**src/common/isr_pkg.sv**
```systemverilog
// Package for the status reporting block: command codes, bit positions,
// reset values and sizes.
// Assumes a single 10 MHz clock domain.
package isr_pkg;
  // Status byte bit positions.
  localparam int STB_MAV_BIT = 4;
  localparam int STB_ESB_BIT = 5;
  localparam int STB_MSS_BIT = 6;
  // Event status bit positions.
  localparam int ESR_OPC_BIT = 0;
  localparam int ESR_RQC_BIT = 1;
  localparam int ESR_QYE_BIT = 2;
  localparam int ESR_DDE_BIT = 3;
  localparam int ESR_EXE_BIT = 4;
  localparam int ESR_CME_BIT = 5;
  localparam int ESR_URQ_BIT = 6;
  localparam int ESR_PON_BIT = 7;
  // Output queue capacity in bytes.
  localparam int OQ_DEPTH = 75;
  // Reset values and the answer query byte.
  localparam logic [7:0] ESR_RESET = 8'h80;
  localparam logic [7:0] ENA_RESET = 8'h00;
  localparam logic [7:0] ASCII_ONE = 8'h31;
  // Bits of the event register that can ever be set.
  localparam logic [7:0] ESR_USED_MASK = 8'hBD;
  // Bits of the status byte that carry information.
  localparam logic [7:0] STB_USED_MASK = 8'h70;
  // Host command codes.
  typedef enum logic [3:0] {
    ISR_CMD_STB_Q = 4'h0,
    ISR_CMD_ESR_Q = 4'h1,
    ISR_CMD_SRE_W = 4'h2,
    ISR_CMD_SRE_Q = 4'h3,
    ISR_CMD_ESE_W = 4'h4,
    ISR_CMD_ESE_Q = 4'h5,
    ISR_CMD_OPC = 4'h6,
    ISR_CMD_OPC_Q = 4'h7,
    ISR_CMD_WAI = 4'h8,
    ISR_CMD_RST = 4'h9,
    ISR_CMD_NOP = 4'hF
  } isr_cmd_t;
  // Pending operation-complete request kind.
  typedef enum logic [1:0] {
    ISR_OPC_NONE = 2'b00,
    ISR_OPC_BIT = 2'b01,
    ISR_OPC_ANS = 2'b10
  } isr_opc_t;
endpackage : isr_pkg

```
**src/rtl/isr_oq_mem.sv**
```systemverilog
// Output queue storage for the status reporting block.
// Assumes one clock; writes and reads are qualified by the caller.
`timescale 1ns/10ps
module isr_oq_mem #(
  parameter int DEPTH = 75,
  parameter int AW = 7
) (
  // Clock.
  input wire logic clk,
  // Write side.
  input wire logic wr_en,
  input wire logic [AW-1:0] wr_addr,
  input wire logic [7:0] wr_data,
  // Read side, data registered.
  input wire logic rd_en,
  input wire logic [AW-1:0] rd_addr,
  output logic [7:0] rd_data_r
);
  logic [7:0] mem [DEPTH];

  // Storage array and registered read port.
  always_ff @(posedge clk) begin
    if (wr_en) begin
      mem[wr_addr] <= wr_data;
    end
    if (rd_en) begin
      rd_data_r <= mem[rd_addr];
    end
  end
endmodule : isr_oq_mem

```
**src/rtl/isr_status.sv**
```systemverilog
// Status reporting and command synchronisation core: status byte, event
// register, enable masks, service request, output queue and wait handling.
// Assumes a command parser feeds one command per strobe and reports errors.
// Notes on behaviour
// - Message-available follows non-empty output queue.
// - Event summary from enabled event bits.
// - Master summary from enabled summary bits.
// - Copy status byte on master-summary change.
// - Raise SRQ on request flag; poll clears.
// - Unused status bits always read zero.
// - Operation complete set after pending work.
// - Request control bit always zero.
// - Query error on empty read or overflow.
// - Device error on fixed loop length.
// - Execution error on out-of-range parameter.
// - Command error on syntax, spelling, trigger.
// - User request bit always zero.
// - Power-on bit set at power-up only.
// - Event query queues value then clears.
// - Read, mask write, mask read per register.
// - Answer query queues ASCII one when done.
// - Wait stalls commands until work finishes.
// - Status query does not clear.
// - Power-on clear chooses clear or restore masks.
// - Level 3 reset cancels pending completion.
`timescale 1ns/10ps
module isr_status
  import isr_pkg::*;
#(
  parameter int DEPTH = isr_pkg::OQ_DEPTH
) (
  // Clock and reset.
  input wire logic clk,
  input wire logic rst_n,
  // Command strobe from the parser.
  input wire logic cmd_valid,
  input wire isr_pkg::isr_cmd_t cmd_code,
  input wire logic [7:0] cmd_data,
  output logic cmd_ready_r,
  // Error events from the parser and operation engine.
  input wire logic err_fixed_loop,
  input wire logic err_range,
  input wire logic err_syntax,
  input wire logic trigger_seen,
  input wire logic ops_busy,
  // Power-on clear value and stored masks.
  input wire logic psc_clear,
  input wire logic [7:0] nv_sre,
  input wire logic [7:0] nv_ese,
  // Output queue read by the controller.
  input wire logic oq_rd,
  output logic [7:0] oq_data_r,
  output logic oq_data_valid_r,
  // Serial poll and service request.
  input wire logic poll,
  output logic [7:0] poll_byte_r,
  output logic srq_r,
  output logic [7:0] stb_r,
  output logic [7:0] esr_r
);
  localparam int AW = $clog2(DEPTH + 1);
  localparam logic [AW-1:0] LAST = AW'(DEPTH - 1);
  localparam logic [AW-1:0] FULL = AW'(DEPTH);

  logic [7:0] esr_nxt, sre_r, sre_nxt, ese_r, ese_nxt, stb_nxt, poll_byte_nxt;
  logic srq_nxt, mss_r, mss_nxt, cmd_ready_nxt, oq_data_valid_nxt;
  logic [AW-1:0] wp_r, wp_nxt, rp_r, rp_nxt, cnt_r, cnt_nxt;
  isr_opc_t opc_r, opc_nxt;
  logic wai_r, wai_nxt, init_r;
  logic push, pop, do_cmd;
  logic [7:0] push_data, mem_q;
  logic mav, esb, mss;
  logic [7:0] stb_now;

  // Summary bits, combinational from masked values.
  always_comb begin
    mav = (cnt_r != '0);
    esb = |(esr_r & ese_r);
    stb_now = 8'h00;
    stb_now[STB_MAV_BIT] = mav;
    stb_now[STB_ESB_BIT] = esb;
    mss = |(stb_now & sre_r & STB_USED_MASK);
    stb_now[STB_MSS_BIT] = mss;
  end

  // Command acceptance is blocked while a wait is in force.
  assign do_cmd = cmd_valid && cmd_ready_r && init_r;

  // Next state for registers, queue pointers and synchronisation.
  always_comb begin
    esr_nxt = esr_r;
    sre_nxt = sre_r;
    ese_nxt = ese_r;
    opc_nxt = opc_r;
    wai_nxt = wai_r;
    push = 1'b0;
    push_data = 8'h00;
    pop = 1'b0;
    oq_data_valid_nxt = 1'b0;
    if (!init_r) begin
      // first cycle after reset picks clear or restore.
      sre_nxt = psc_clear ? ENA_RESET : nv_sre;
      ese_nxt = psc_clear ? ENA_RESET : nv_ese;
    end
    if (do_cmd) begin
      case (cmd_code)
        ISR_CMD_STB_Q: begin
          push = 1'b1;
          push_data = stb_now;
        end
        ISR_CMD_ESR_Q: begin
          push = 1'b1;
          push_data = esr_r;
          esr_nxt = 8'h00;
        end
        ISR_CMD_SRE_W: sre_nxt = cmd_data;
        ISR_CMD_SRE_Q: begin
          push = 1'b1;
          push_data = sre_r;
        end
        ISR_CMD_ESE_W: ese_nxt = cmd_data;
        ISR_CMD_ESE_Q: begin
          push = 1'b1;
          push_data = ese_r;
        end
        ISR_CMD_OPC: opc_nxt = ISR_OPC_BIT;
        ISR_CMD_OPC_Q: opc_nxt = ISR_OPC_ANS;
        ISR_CMD_WAI: wai_nxt = 1'b1;
        ISR_CMD_RST: opc_nxt = ISR_OPC_NONE;
        default: ;
      endcase
    end
    // Completion of pending work.
    if (opc_r != ISR_OPC_NONE && !ops_busy && !(do_cmd && cmd_code == ISR_CMD_RST)) begin
      opc_nxt = ISR_OPC_NONE;
      if (opc_r == ISR_OPC_BIT) begin
        esr_nxt[ESR_OPC_BIT] = 1'b1;
      end else if (!push) begin
        push = 1'b1;
        push_data = ASCII_ONE;
      end else begin
        opc_nxt = opc_r; // Retry next cycle.
      end
    end
    if (wai_r && !ops_busy) begin
      wai_nxt = 1'b0;
    end
    // Controller read of the queue.
    if (oq_rd) begin
      if (cnt_r == '0) begin
        esr_nxt[ESR_QYE_BIT] = 1'b1;
      end else begin
        pop = 1'b1;
        oq_data_valid_nxt = 1'b1;
      end
    end
    if (push && cnt_r == FULL && !pop) begin
      esr_nxt[ESR_QYE_BIT] = 1'b1;
      push = 1'b0;
    end
    // Error events set bits; sets win over the query clear.
    if (err_fixed_loop) esr_nxt[ESR_DDE_BIT] = 1'b1;
    if (err_range) esr_nxt[ESR_EXE_BIT] = 1'b1;
    if (err_syntax || trigger_seen) esr_nxt[ESR_CME_BIT] = 1'b1;
    esr_nxt = esr_nxt & ESR_USED_MASK;
    wp_nxt = push ? ((wp_r == LAST) ? '0 : wp_r + 1'b1) : wp_r;
    rp_nxt = pop ? ((rp_r == LAST) ? '0 : rp_r + 1'b1) : rp_r;
    cnt_nxt = cnt_r + AW'(push) - AW'(pop);
    cmd_ready_nxt = !wai_nxt && !(do_cmd && cmd_code == ISR_CMD_WAI);
  end

  // Serial poll interface: copy on change, poll clears request.
  always_comb begin
    mss_nxt = mss;
    poll_byte_nxt = poll_byte_r;
    srq_nxt = srq_r;
    stb_nxt = stb_now;
    if (mss != mss_r) begin
      poll_byte_nxt = stb_now;
      srq_nxt = mss;
    end
    if (poll) begin
      poll_byte_nxt[STB_MSS_BIT] = 1'b0;
      srq_nxt = 1'b0;
    end
  end

  // Register all state.
  always_ff @(posedge clk or negedge rst_n) begin
    if (!rst_n) begin
      esr_r <= ESR_RESET;
      sre_r <= ENA_RESET;
      ese_r <= ENA_RESET;
      opc_r <= ISR_OPC_NONE;
      wai_r <= 1'b0;
      init_r <= 1'b0;
      wp_r <= '0;
      rp_r <= '0;
      cnt_r <= '0;
      cmd_ready_r <= 1'b0;
      oq_data_valid_r <= 1'b0;
      mss_r <= 1'b0;
      poll_byte_r <= 8'h00;
      srq_r <= 1'b0;
      stb_r <= 8'h00;
    end else begin
      esr_r <= esr_nxt;
      sre_r <= sre_nxt;
      ese_r <= ese_nxt;
      opc_r <= opc_nxt;
      wai_r <= wai_nxt;
      init_r <= 1'b1;
      wp_r <= wp_nxt;
      rp_r <= rp_nxt;
      cnt_r <= cnt_nxt;
      cmd_ready_r <= cmd_ready_nxt;
      oq_data_valid_r <= oq_data_valid_nxt;
      mss_r <= mss_nxt;
      poll_byte_r <= poll_byte_nxt;
      srq_r <= srq_nxt;
      stb_r <= stb_nxt;
    end
  end

  // Output queue storage; read data is registered inside.
  isr_oq_mem #(.DEPTH(DEPTH), .AW(AW)) u_mem (
    .clk(clk),
    .wr_en(push),
    .wr_addr(wp_r),
    .wr_data(push_data),
    .rd_en(pop),
    .rd_addr(rp_r),
    .rd_data_r(mem_q)
  );
  assign oq_data_r = mem_q;

  // Checks.
  property p_mav;
    @(posedge clk) disable iff (!rst_n) ##1 (stb_r[STB_MAV_BIT] == ($past(cnt_r) != '0));
  endproperty
  a_mav: assert property (p_mav) else $error("MAV mismatch");
  property p_esb;
    @(posedge clk) disable iff (!rst_n) ##1 stb_r[STB_ESB_BIT] == |($past(esr_r) & $past(ese_r));
  endproperty
  a_esb: assert property (p_esb) else $error("ESB mismatch");
  property p_unused;
    @(posedge clk) disable iff (!rst_n) (stb_r & ~STB_USED_MASK) == 8'h00;
  endproperty
  a_unused: assert property (p_unused) else $error("unused status bit set");
  property p_rqc;
    @(posedge clk) disable iff (!rst_n) !esr_r[ESR_RQC_BIT] && !esr_r[ESR_URQ_BIT];
  endproperty
  a_rqc: assert property (p_rqc) else $error("fixed-zero event bit set");
  property p_srq;
    @(posedge clk) disable iff (!rst_n) poll |=> !srq_r && !poll_byte_r[STB_MSS_BIT];
  endproperty
  a_srq: assert property (p_srq) else $error("poll did not clear SRQ");
  property p_qye;
    @(posedge clk) disable iff (!rst_n) (oq_rd && cnt_r == '0) |=> esr_r[ESR_QYE_BIT];
  endproperty
  a_qye: assert property (p_qye) else $error("empty read without query error");
  property p_cme;
    @(posedge clk) disable iff (!rst_n) (err_syntax || trigger_seen) |=> esr_r[ESR_CME_BIT];
  endproperty
  a_cme: assert property (p_cme) else $error("command error not set");
  property p_exe;
    @(posedge clk) disable iff (!rst_n) err_range |=> esr_r[ESR_EXE_BIT];
  endproperty
  a_exe: assert property (p_exe) else $error("execution error not set");
  property p_wai;
    @(posedge clk) disable iff (!rst_n) (wai_r && ops_busy) |=> !cmd_ready_r;
  endproperty
  a_wai: assert property (p_wai) else $error("wait did not stall");
  c_srq: cover property (@(posedge clk) disable iff (!rst_n) $rose(srq_r));
  c_opc: cover property (@(posedge clk) disable iff (!rst_n) $rose(esr_r[ESR_OPC_BIT]));
  c_wai: cover property (@(posedge clk) disable iff (!rst_n) $fell(cmd_ready_r));
endmodule : isr_status

```
**config.mk**
```make
export PLATFORM = sky130hd
export DESIGN_NAME = isr_status
export DESIGN_NICKNAME = d
export VERILOG_FILES = /design/src/common/isr_pkg.sv /design/src/rtl/isr_oq_mem.sv /design/src/rtl/isr_status.sv
export SDC_FILE = /design/constraint.sdc
export NUM_CORES = 1
export LEC_CHECK = 0
export BUFFER_PORTS_ARGS = -buffer_cell sky130_fd_sc_hd__buf_2
export CAP_MARGIN = 5
export CORE_MARGIN = 10
export CORE_UTILIZATION = 25
export CTS_BUF_LIST = sky130_fd_sc_hd__clkbuf_4
export DETAILED_ROUTE_END_ITERATION = 10
export PLACE_DENSITY = 0.38
export SLEW_MARGIN = 10
export SYNTH_ARGS = -nofsm -noshare
export SYNTH_HDL_FRONTEND = slang
export SYNTH_SLANG_ARGS = --single-unit
```
**constraint.sdc**
```tcl
create_clock -name clk -period 5.4 [get_ports clk]
set_clock_uncertainty 0.1 [all_clocks]
set_input_delay 0.27 -clock clk [delete_from_list [all_inputs] [get_ports clk]]
set_output_delay 0.27 -clock clk [all_outputs]
set_load 0.005 [all_outputs]
```
# == Word-level counts from Yosys, hierarchy flattened ==
# Memory sizes are Yosys's and may differ from the RTL's. A register that Yosys moved wholly into a read port is not among the register bits.
# Cells that the tools add are included.
# word_totals
ff_bits,57
mem_bits_rw,600
output_inout_bits,35
elab_cells,125
memories,1
# mem_list
memory,words,width,read_ports,rd_ports_with_merged_regs,write_ports,line_no,source
u_mem.mem,75,8,1,1,1,isr_oq_mem.sv:19,logic [7:0] mem [DEPTH];
# op_classes
addsub,4
eq_ne,15
muxes,46
n_bitwise,2
n_reduce_logical,37
# ops
operator,n
$mux 8,12
$pmux 8 s4,1
$mux 1,23
$eq 7x7->1 const B,3
$mux 7,3
$reduce_bool 2->1,9
$eq 4x3->1 const B,4
$add 7x1->7 const B,2
$mux 6,2
$logic_and 1x1->1,10
$and 8x8->8,1
$eq 4x2->1 const B,2
$eq 4x4->1 const B,2
$mux 2,4
$reduce_and 2->1,4
$reduce_or 8->1,1
$add 7x1->7,1
$and 6x7->7,1
$logic_not 7->1,1
$reduce_bool 7->1,1
$sub 7x1->7,1
$pmux 2 s3,1
$logic_not 1->1,5
$eq 4x1->1 const B,1
other kinds (9),9

# == Longest topological paths before layout ==
# depth
ltp_word,11
mapped_depth,17
depth_no_buf,17

# == Modules after synthesis ==
# Synthesis repeated with hierarchy kept, for this count alone.
# hier_totals
hier_cells,1466
area_unflattened_um2,27018.4
# by_module_without_submodules
module,n_inst,cells_per_inst,area_each_um2,seq_area_each_um2
isr_oq_mem,1,1138,23774.1,18257.5
isr_status,1,328,3244.4,1402.6

# == Worst setup path after synthesis ==
# OpenSTA, ideal clock, no wires.
# synth_timing
path_kind,reg2reg
from,reg init_r
to,"mem u_mem.mem[0][0], data pin"
setup_ps,654
t_arrival_ps,3324
required_ps,4646
slack_ps,1322
stages_incl_launch_ff,6
synth_period_minus_slack_ps,4078
path_cell_list,dfrtp_1 > clkbuf_1 > and3_1 > a211oi_2 > nor2_1 > a31oi_1
# synth_via
elab_chain_len,5
elab_cells_between_ends,9
# synth_lines
element,line_no,source
from (decl),isr_status.sv:69,"logic wai_r, wai_nxt, init_r;"
from (signal assigned),isr_status.sv:196,init_r <= 1'b0;
from (signal assigned),isr_status.sv:212,init_r <= 1'b1;
$logic_and 1x1->1 (*),isr_status.sv:87,assign do_cmd = cmd_valid && cmd_ready_r && init_r;
$mux 8 (tied with other cells),isr_status.sv:105,if (do_cmd) begin
$mux 8 or $logic_not 1->1 (tied branches),"isr_status.sv:138, isr_status.sv:134",
$mux 8 or $logic_and 1x1->1 (tied branches),"isr_status.sv:136, isr_status.sv:134",
$mux 8 (*),isr_status.sv:134,if (opc_r != ISR_OPC_NONE && !ops_busy && !(do_cmd && cmd_code == ISR_CMD_RST)) begin
via push_data[0],isr_status.sv:71,"logic [7:0] push_data, mem_q;"
to (decl),isr_oq_mem.sv:19,
# The timed path passes the listed nets; every way through them passes the cells marked *.

# == Worst setup path after layout ==
# layout_timing
from,reg init_r
to,"mem u_mem.mem[1][5], enable pin"
# layout_via
elab_chain_len,10
elab_cells_between_ends,12
# layout_lines
element,line_no,source
$logic_and 1x1->1 (*),isr_status.sv:87,
$logic_and 1x1->1,isr_status.sv:134,
$logic_not 1->1,isr_status.sv:134,
$logic_and 1x1->1,isr_status.sv:134,
$mux 1 (*),isr_status.sv:134,
$logic_and 1x1->1 (2 in a row),isr_status.sv:157,if (push && cnt_r == FULL && !pop) begin
$mux 1 (*),isr_status.sv:157,
$mux 1 (*),isr_oq_mem.sv:23,if (wr_en) begin
$mux 1 (not written as such) (*),isr_oq_mem.sv:24,mem[wr_addr] <= wr_data;
# Mark *: on every way between the ends. The rest lies on a longest branch, timed or not.

==> impl_results.rst <==
.. list-table::
   :header-rows: 1

   * - Metric
     - Value
   * - Run status
     - complete, no violations
   * - Quantity of gates resized following cts
     - 0
   * - Routed length per placed instance
     - 23.4 microns
   * - Leakage dissipation
     - roughly 11 nW
   * - Number of cell rows
     - around 120
   * - Pin count of the biggest net entering global routing
     - 76
   * - Max-slew headroom at the worst pin
     - 0.253
   * - DRT Pass-1 Iters
     - 5
   * - Crit Reg-Reg Startpoint
     - init_r$_DFF_PN0_
   * - Top cells by instance count after synthesis
     - 608 x edfxtp_1, 140 x mux4_2, 129 x nor2_1
   * - Vias in the first global route
     - 16000
   * - Vert. Die Dim
     - between 300 and 400 microns
   * - Library cell used as clock root buffer
     - clkbuf_4
   * - P&R area growth vs syn
     - 20.6%
   * - Area of the mapped netlist
     - about 27000 sq um
   * - Most used standard cell by instance count after synthesis
     - edfxtp_1
   * - Largest area contributor in the synthesized netlist
     - edfxtp_1
   * - Critical-path top delay cell
     - nor2_1
   * - Initial core utilization
     - 0.253
   * - Die Footprint
     - ~120000 sq um
   * - Type of the worst min-delay path
     - in2reg
   * - Top-area cell type share of the netlist area
     - 0.683
   * - Cells after synthesis
     - about 1400
   * - Arr. time, crit path
     - between 4 and 5 ns
   * - Count of clock tree sinks
     - 664
   * - Number of nets in the layout
     - between 1500 and 2000
   * - Crit path time final
     - 4.11 ns
   * - Data required, critical path
     - 5.92 ns
   * - Sequential-to-total area share from yosys stat
     - 0.735
   * - Post-Synthesis Mean Instance Area
     - between 15 and 20 sq um
   * - Global-route wire length before repair
     - between 100 and 150 mm
   * - Max IR drop VDD
     - 0.235 mV
   * - PortBufs
     - 61
   * - Setup-violating endpoint count in the final report
     - 0
   * - Setup tns final
     - 0 ns
   * - Clock insertion delay at the later pin of the skew report
     - 1.03 ns
   * - X dimension of the die
     - about 350 microns
   * - Top cell family by delay on the critical path
     - simple AND/OR/NAND/NOR gates
   * - CP bufs+invs
     - 3
   * - Ratio of routed vias to standard cells
     - roughly 4.5
   * - Worst Reg2Reg Path Length in Cells
     - 8
   * - Total congestion overflow after global routing
     - 0
   * - Number of remaining DRC errors
     - 0
   * - Number of warnings reported in the yosys synthesis log
     - 0
   * - H-tree level count
     - 4
   * - Antenna violations before repair
     - 3
   * - Critical path peak fanout
     - 20
   * - Total CTS buffers
     - roughly 180
   * - Final estimated routing congestion in global placement
     - approximately 0.75
   * - Period utilization
     - 0.761
   * - Hold Path Depth
     - 5
   * - WL final
     - 76.9 mm
   * - Number of primary I/O pins
     - between 70 and 80
   * - Slew at the pin closest to its max-slew limit
     - roughly 1.1 ns
   * - Total routing resource utilization after global routing
     - 0.126
   * - Worst path max stage delay
     - between 0.7 and 0.8 ns
   * - Maximum operating frequency
     - 0.243 GHz
   * - Crit path cell chain
     - buf_4, nand3_1, a2111oi_4, dlygate4sd3_1, o21ai_2, or4_1, buf_4, nor2_1
   * - Most instantiated flip-flop cell in the synthesis netlist
     - edfxtp_1
   * - Cells taking the most area after synthesis
     - edfxtp_1 68%, mux4_2 12%, dfrtp_1 5.1%
   * - Critical path launch point
     - init_r$_DFF_PN0_
   * - Setup crit end
     - u_mem.mem[1][5]$_DFFE_PP_
   * - Count of unique library cells instantiated by Yosys
     - 71
   * - Hold buffer count at cts
     - 105
   * - Setup repair after global routing missed its margin
     - no
   * - Final Hold Fails
     - 0
   * - Clock tree buffer depth
     - 3
   * - Core Region
     - roughly 110000 sq um
   * - Pwr Density
     - between 400 and 500 nW/um^2
   * - Remaining number of nets flagged by the antenna check after routing
     - 0
   * - Number of design-rule violations left by the first detailed-router iteration
     - about 1200
   * - Share of synthesized registers carrying an async set or reset
     - 0.0843
   * - Number of synthesized flops with an enable pin
     - between 600 and 700
   * - Flip-flop and latch count after synthesis
     - between 600 and 700
   * - Worst hold margin
     - 0.294 ns
   * - DR vias
     - approximately 15000
   * - CTS tree
     - yes
   * - WS Path Type
     - reg2reg
   * - Clock-pin transition on the worst setup and hold timing paths
     - roughly 0.070 ns
   * - Slack of the worst reg-to-reg path
     - around 1.3 ns
   * - Reg-to-reg endpoint
     - u_mem.mem[1][5]$_DFFE_PP_
   * - Logic depth of the worst setup path including buffers
     - 8
   * - Max Transition Viols Final
     - 0
   * - Fraction of layout instances using a drive strength above 1
     - 0.297
   * - Type of element launching the critical path
     - flip-flop
   * - Critical Path Most Common Cell
     - buf_4
   * - Detailed-placement wirelength estimate
     - 47.1 mm
   * - CP endpoint kind
     - flip-flop
   * - Number of max-cap violations
     - 0
   * - Setup bufs post-CTS
     - 0
flip-flops by register name, indices dropped and copies added (netlist names):
signal,flops
u_mem.mem,600
ese_r,8
sre_r,8
u_mem.rd_data_r,8
cnt_r,7
rp_r,7
wp_r,7
esr_r,6
poll_byte_r,3
stb_r,3
opc_r,2
cmd_ready_r,1
init_r,1
oq_data_valid_r,1
srq_r,1
wai_r,1
metrics by stage:
stage / utilization / total power, mW / worst slack [ns] / cell area, sq um / instances
after floorplan: - / 7.93 / 1.32 / 26800 / 1454
after detailed placement: 0.273 / 8.98 / 1.36 / 28900 / 2859
after CTS: 0.305 / 13.7 / 1.20 / 32200 / 3278
after global routing: 0.305 / 14.2 / 1.10 / 32200 / 3282
final: 0.305 / 13.5 / 1.29 / 32200 / 3283
after global placement: 0.273 / 8.98 / 1.36 / 28900 / 2859
report_power, final:
part	switching, mW	internal [mW]
clock	2.16	2.44
combinational	1.60	1.22
sequential	0.315	5.75
how the worst min path moves through the flow:
stage                        start               endpoint
after floorplan              rst_n  cmd_ready_r$_DFF_PN0_
after detailed placement      poll      srq_r$_DFFE_PN0P_
after global routing      ops_busy    wp_r[6]$_DFFE_PN0P_
after global placement        poll      srq_r$_DFFE_PN0P_
final                     ops_busy    wp_r[6]$_DFFE_PN0P_
after CTS                 ops_busy    wp_r[6]$_DFFE_PN0P_
logic make-up (layout without fill, tap and decap cells):
family                     after synthesis  in the layout  synth area share
xor gates and xnor gates                 9              9           0.00295
buffers and inverters                  106            539            0.0205
other                                    2             18          0.000281
AOI/OAI and AO/OA                      179            179            0.0470
DFF                                    664            664             0.735
adders and majority gates               15             15           0.00730
and+or+nand+nor                        269            269            0.0461
muxes                                  199            199             0.141
worst min-delay path, stage by stage:
cell and delay (ns):
dlygate4sd3_1 0.52, buf_2 0.15, a211oi_2 0.07, o21ai_2 0.23, o41ai_1 0.09
layout by cell type, fill, tap and decap left out, types with 6 or more instances in the layout:
master           n
nor3_1           9
mux2i_1         47
o211ai_1         7
edfxtp_1       608
clkinvlp_4       6
mux4_2         140
nor2_1         127
a311oi_1         6
buf_2           61
a211oi_1         7
mux2_2          12
nand3_1         11
dfrtp_1         52
clkinv_1        36
inv_1           15
buf_4           36
nand2_1         65
conb_1          13
dlygate4sd3_1  105
nor2b_1         15
ha_1            14
a22oi_1         44
buf_12           7
nand2b_1         8
clkbuf_4       259
a21oi_1         31
o21ai_0         26
per-layer routing:
metal  global-route usage  share of wire
met1                0.170           0.46
met2                0.198           0.47
met3               0.0287          0.049
met4               0.0470          0.023
met5                    0        0.00017
cell type report:
| class | instances | area, sq um |
|---|---|---|
| multi-input combinational | 684 | 6660 |
| antenna | 5 | 12.5 |
| tap | 1391 | 1740 |
| inverter | 16 | 60.1 |
| sequential | 664 | 19700 |
| clock inverter | 55 | 388 |
| fill | 10400 | 73500 |
| clock buffer | 259 | 1940 |
| timing repair buffer | 209 | 1770 |
Note: power is estimated with default switching activity, not from simulation.
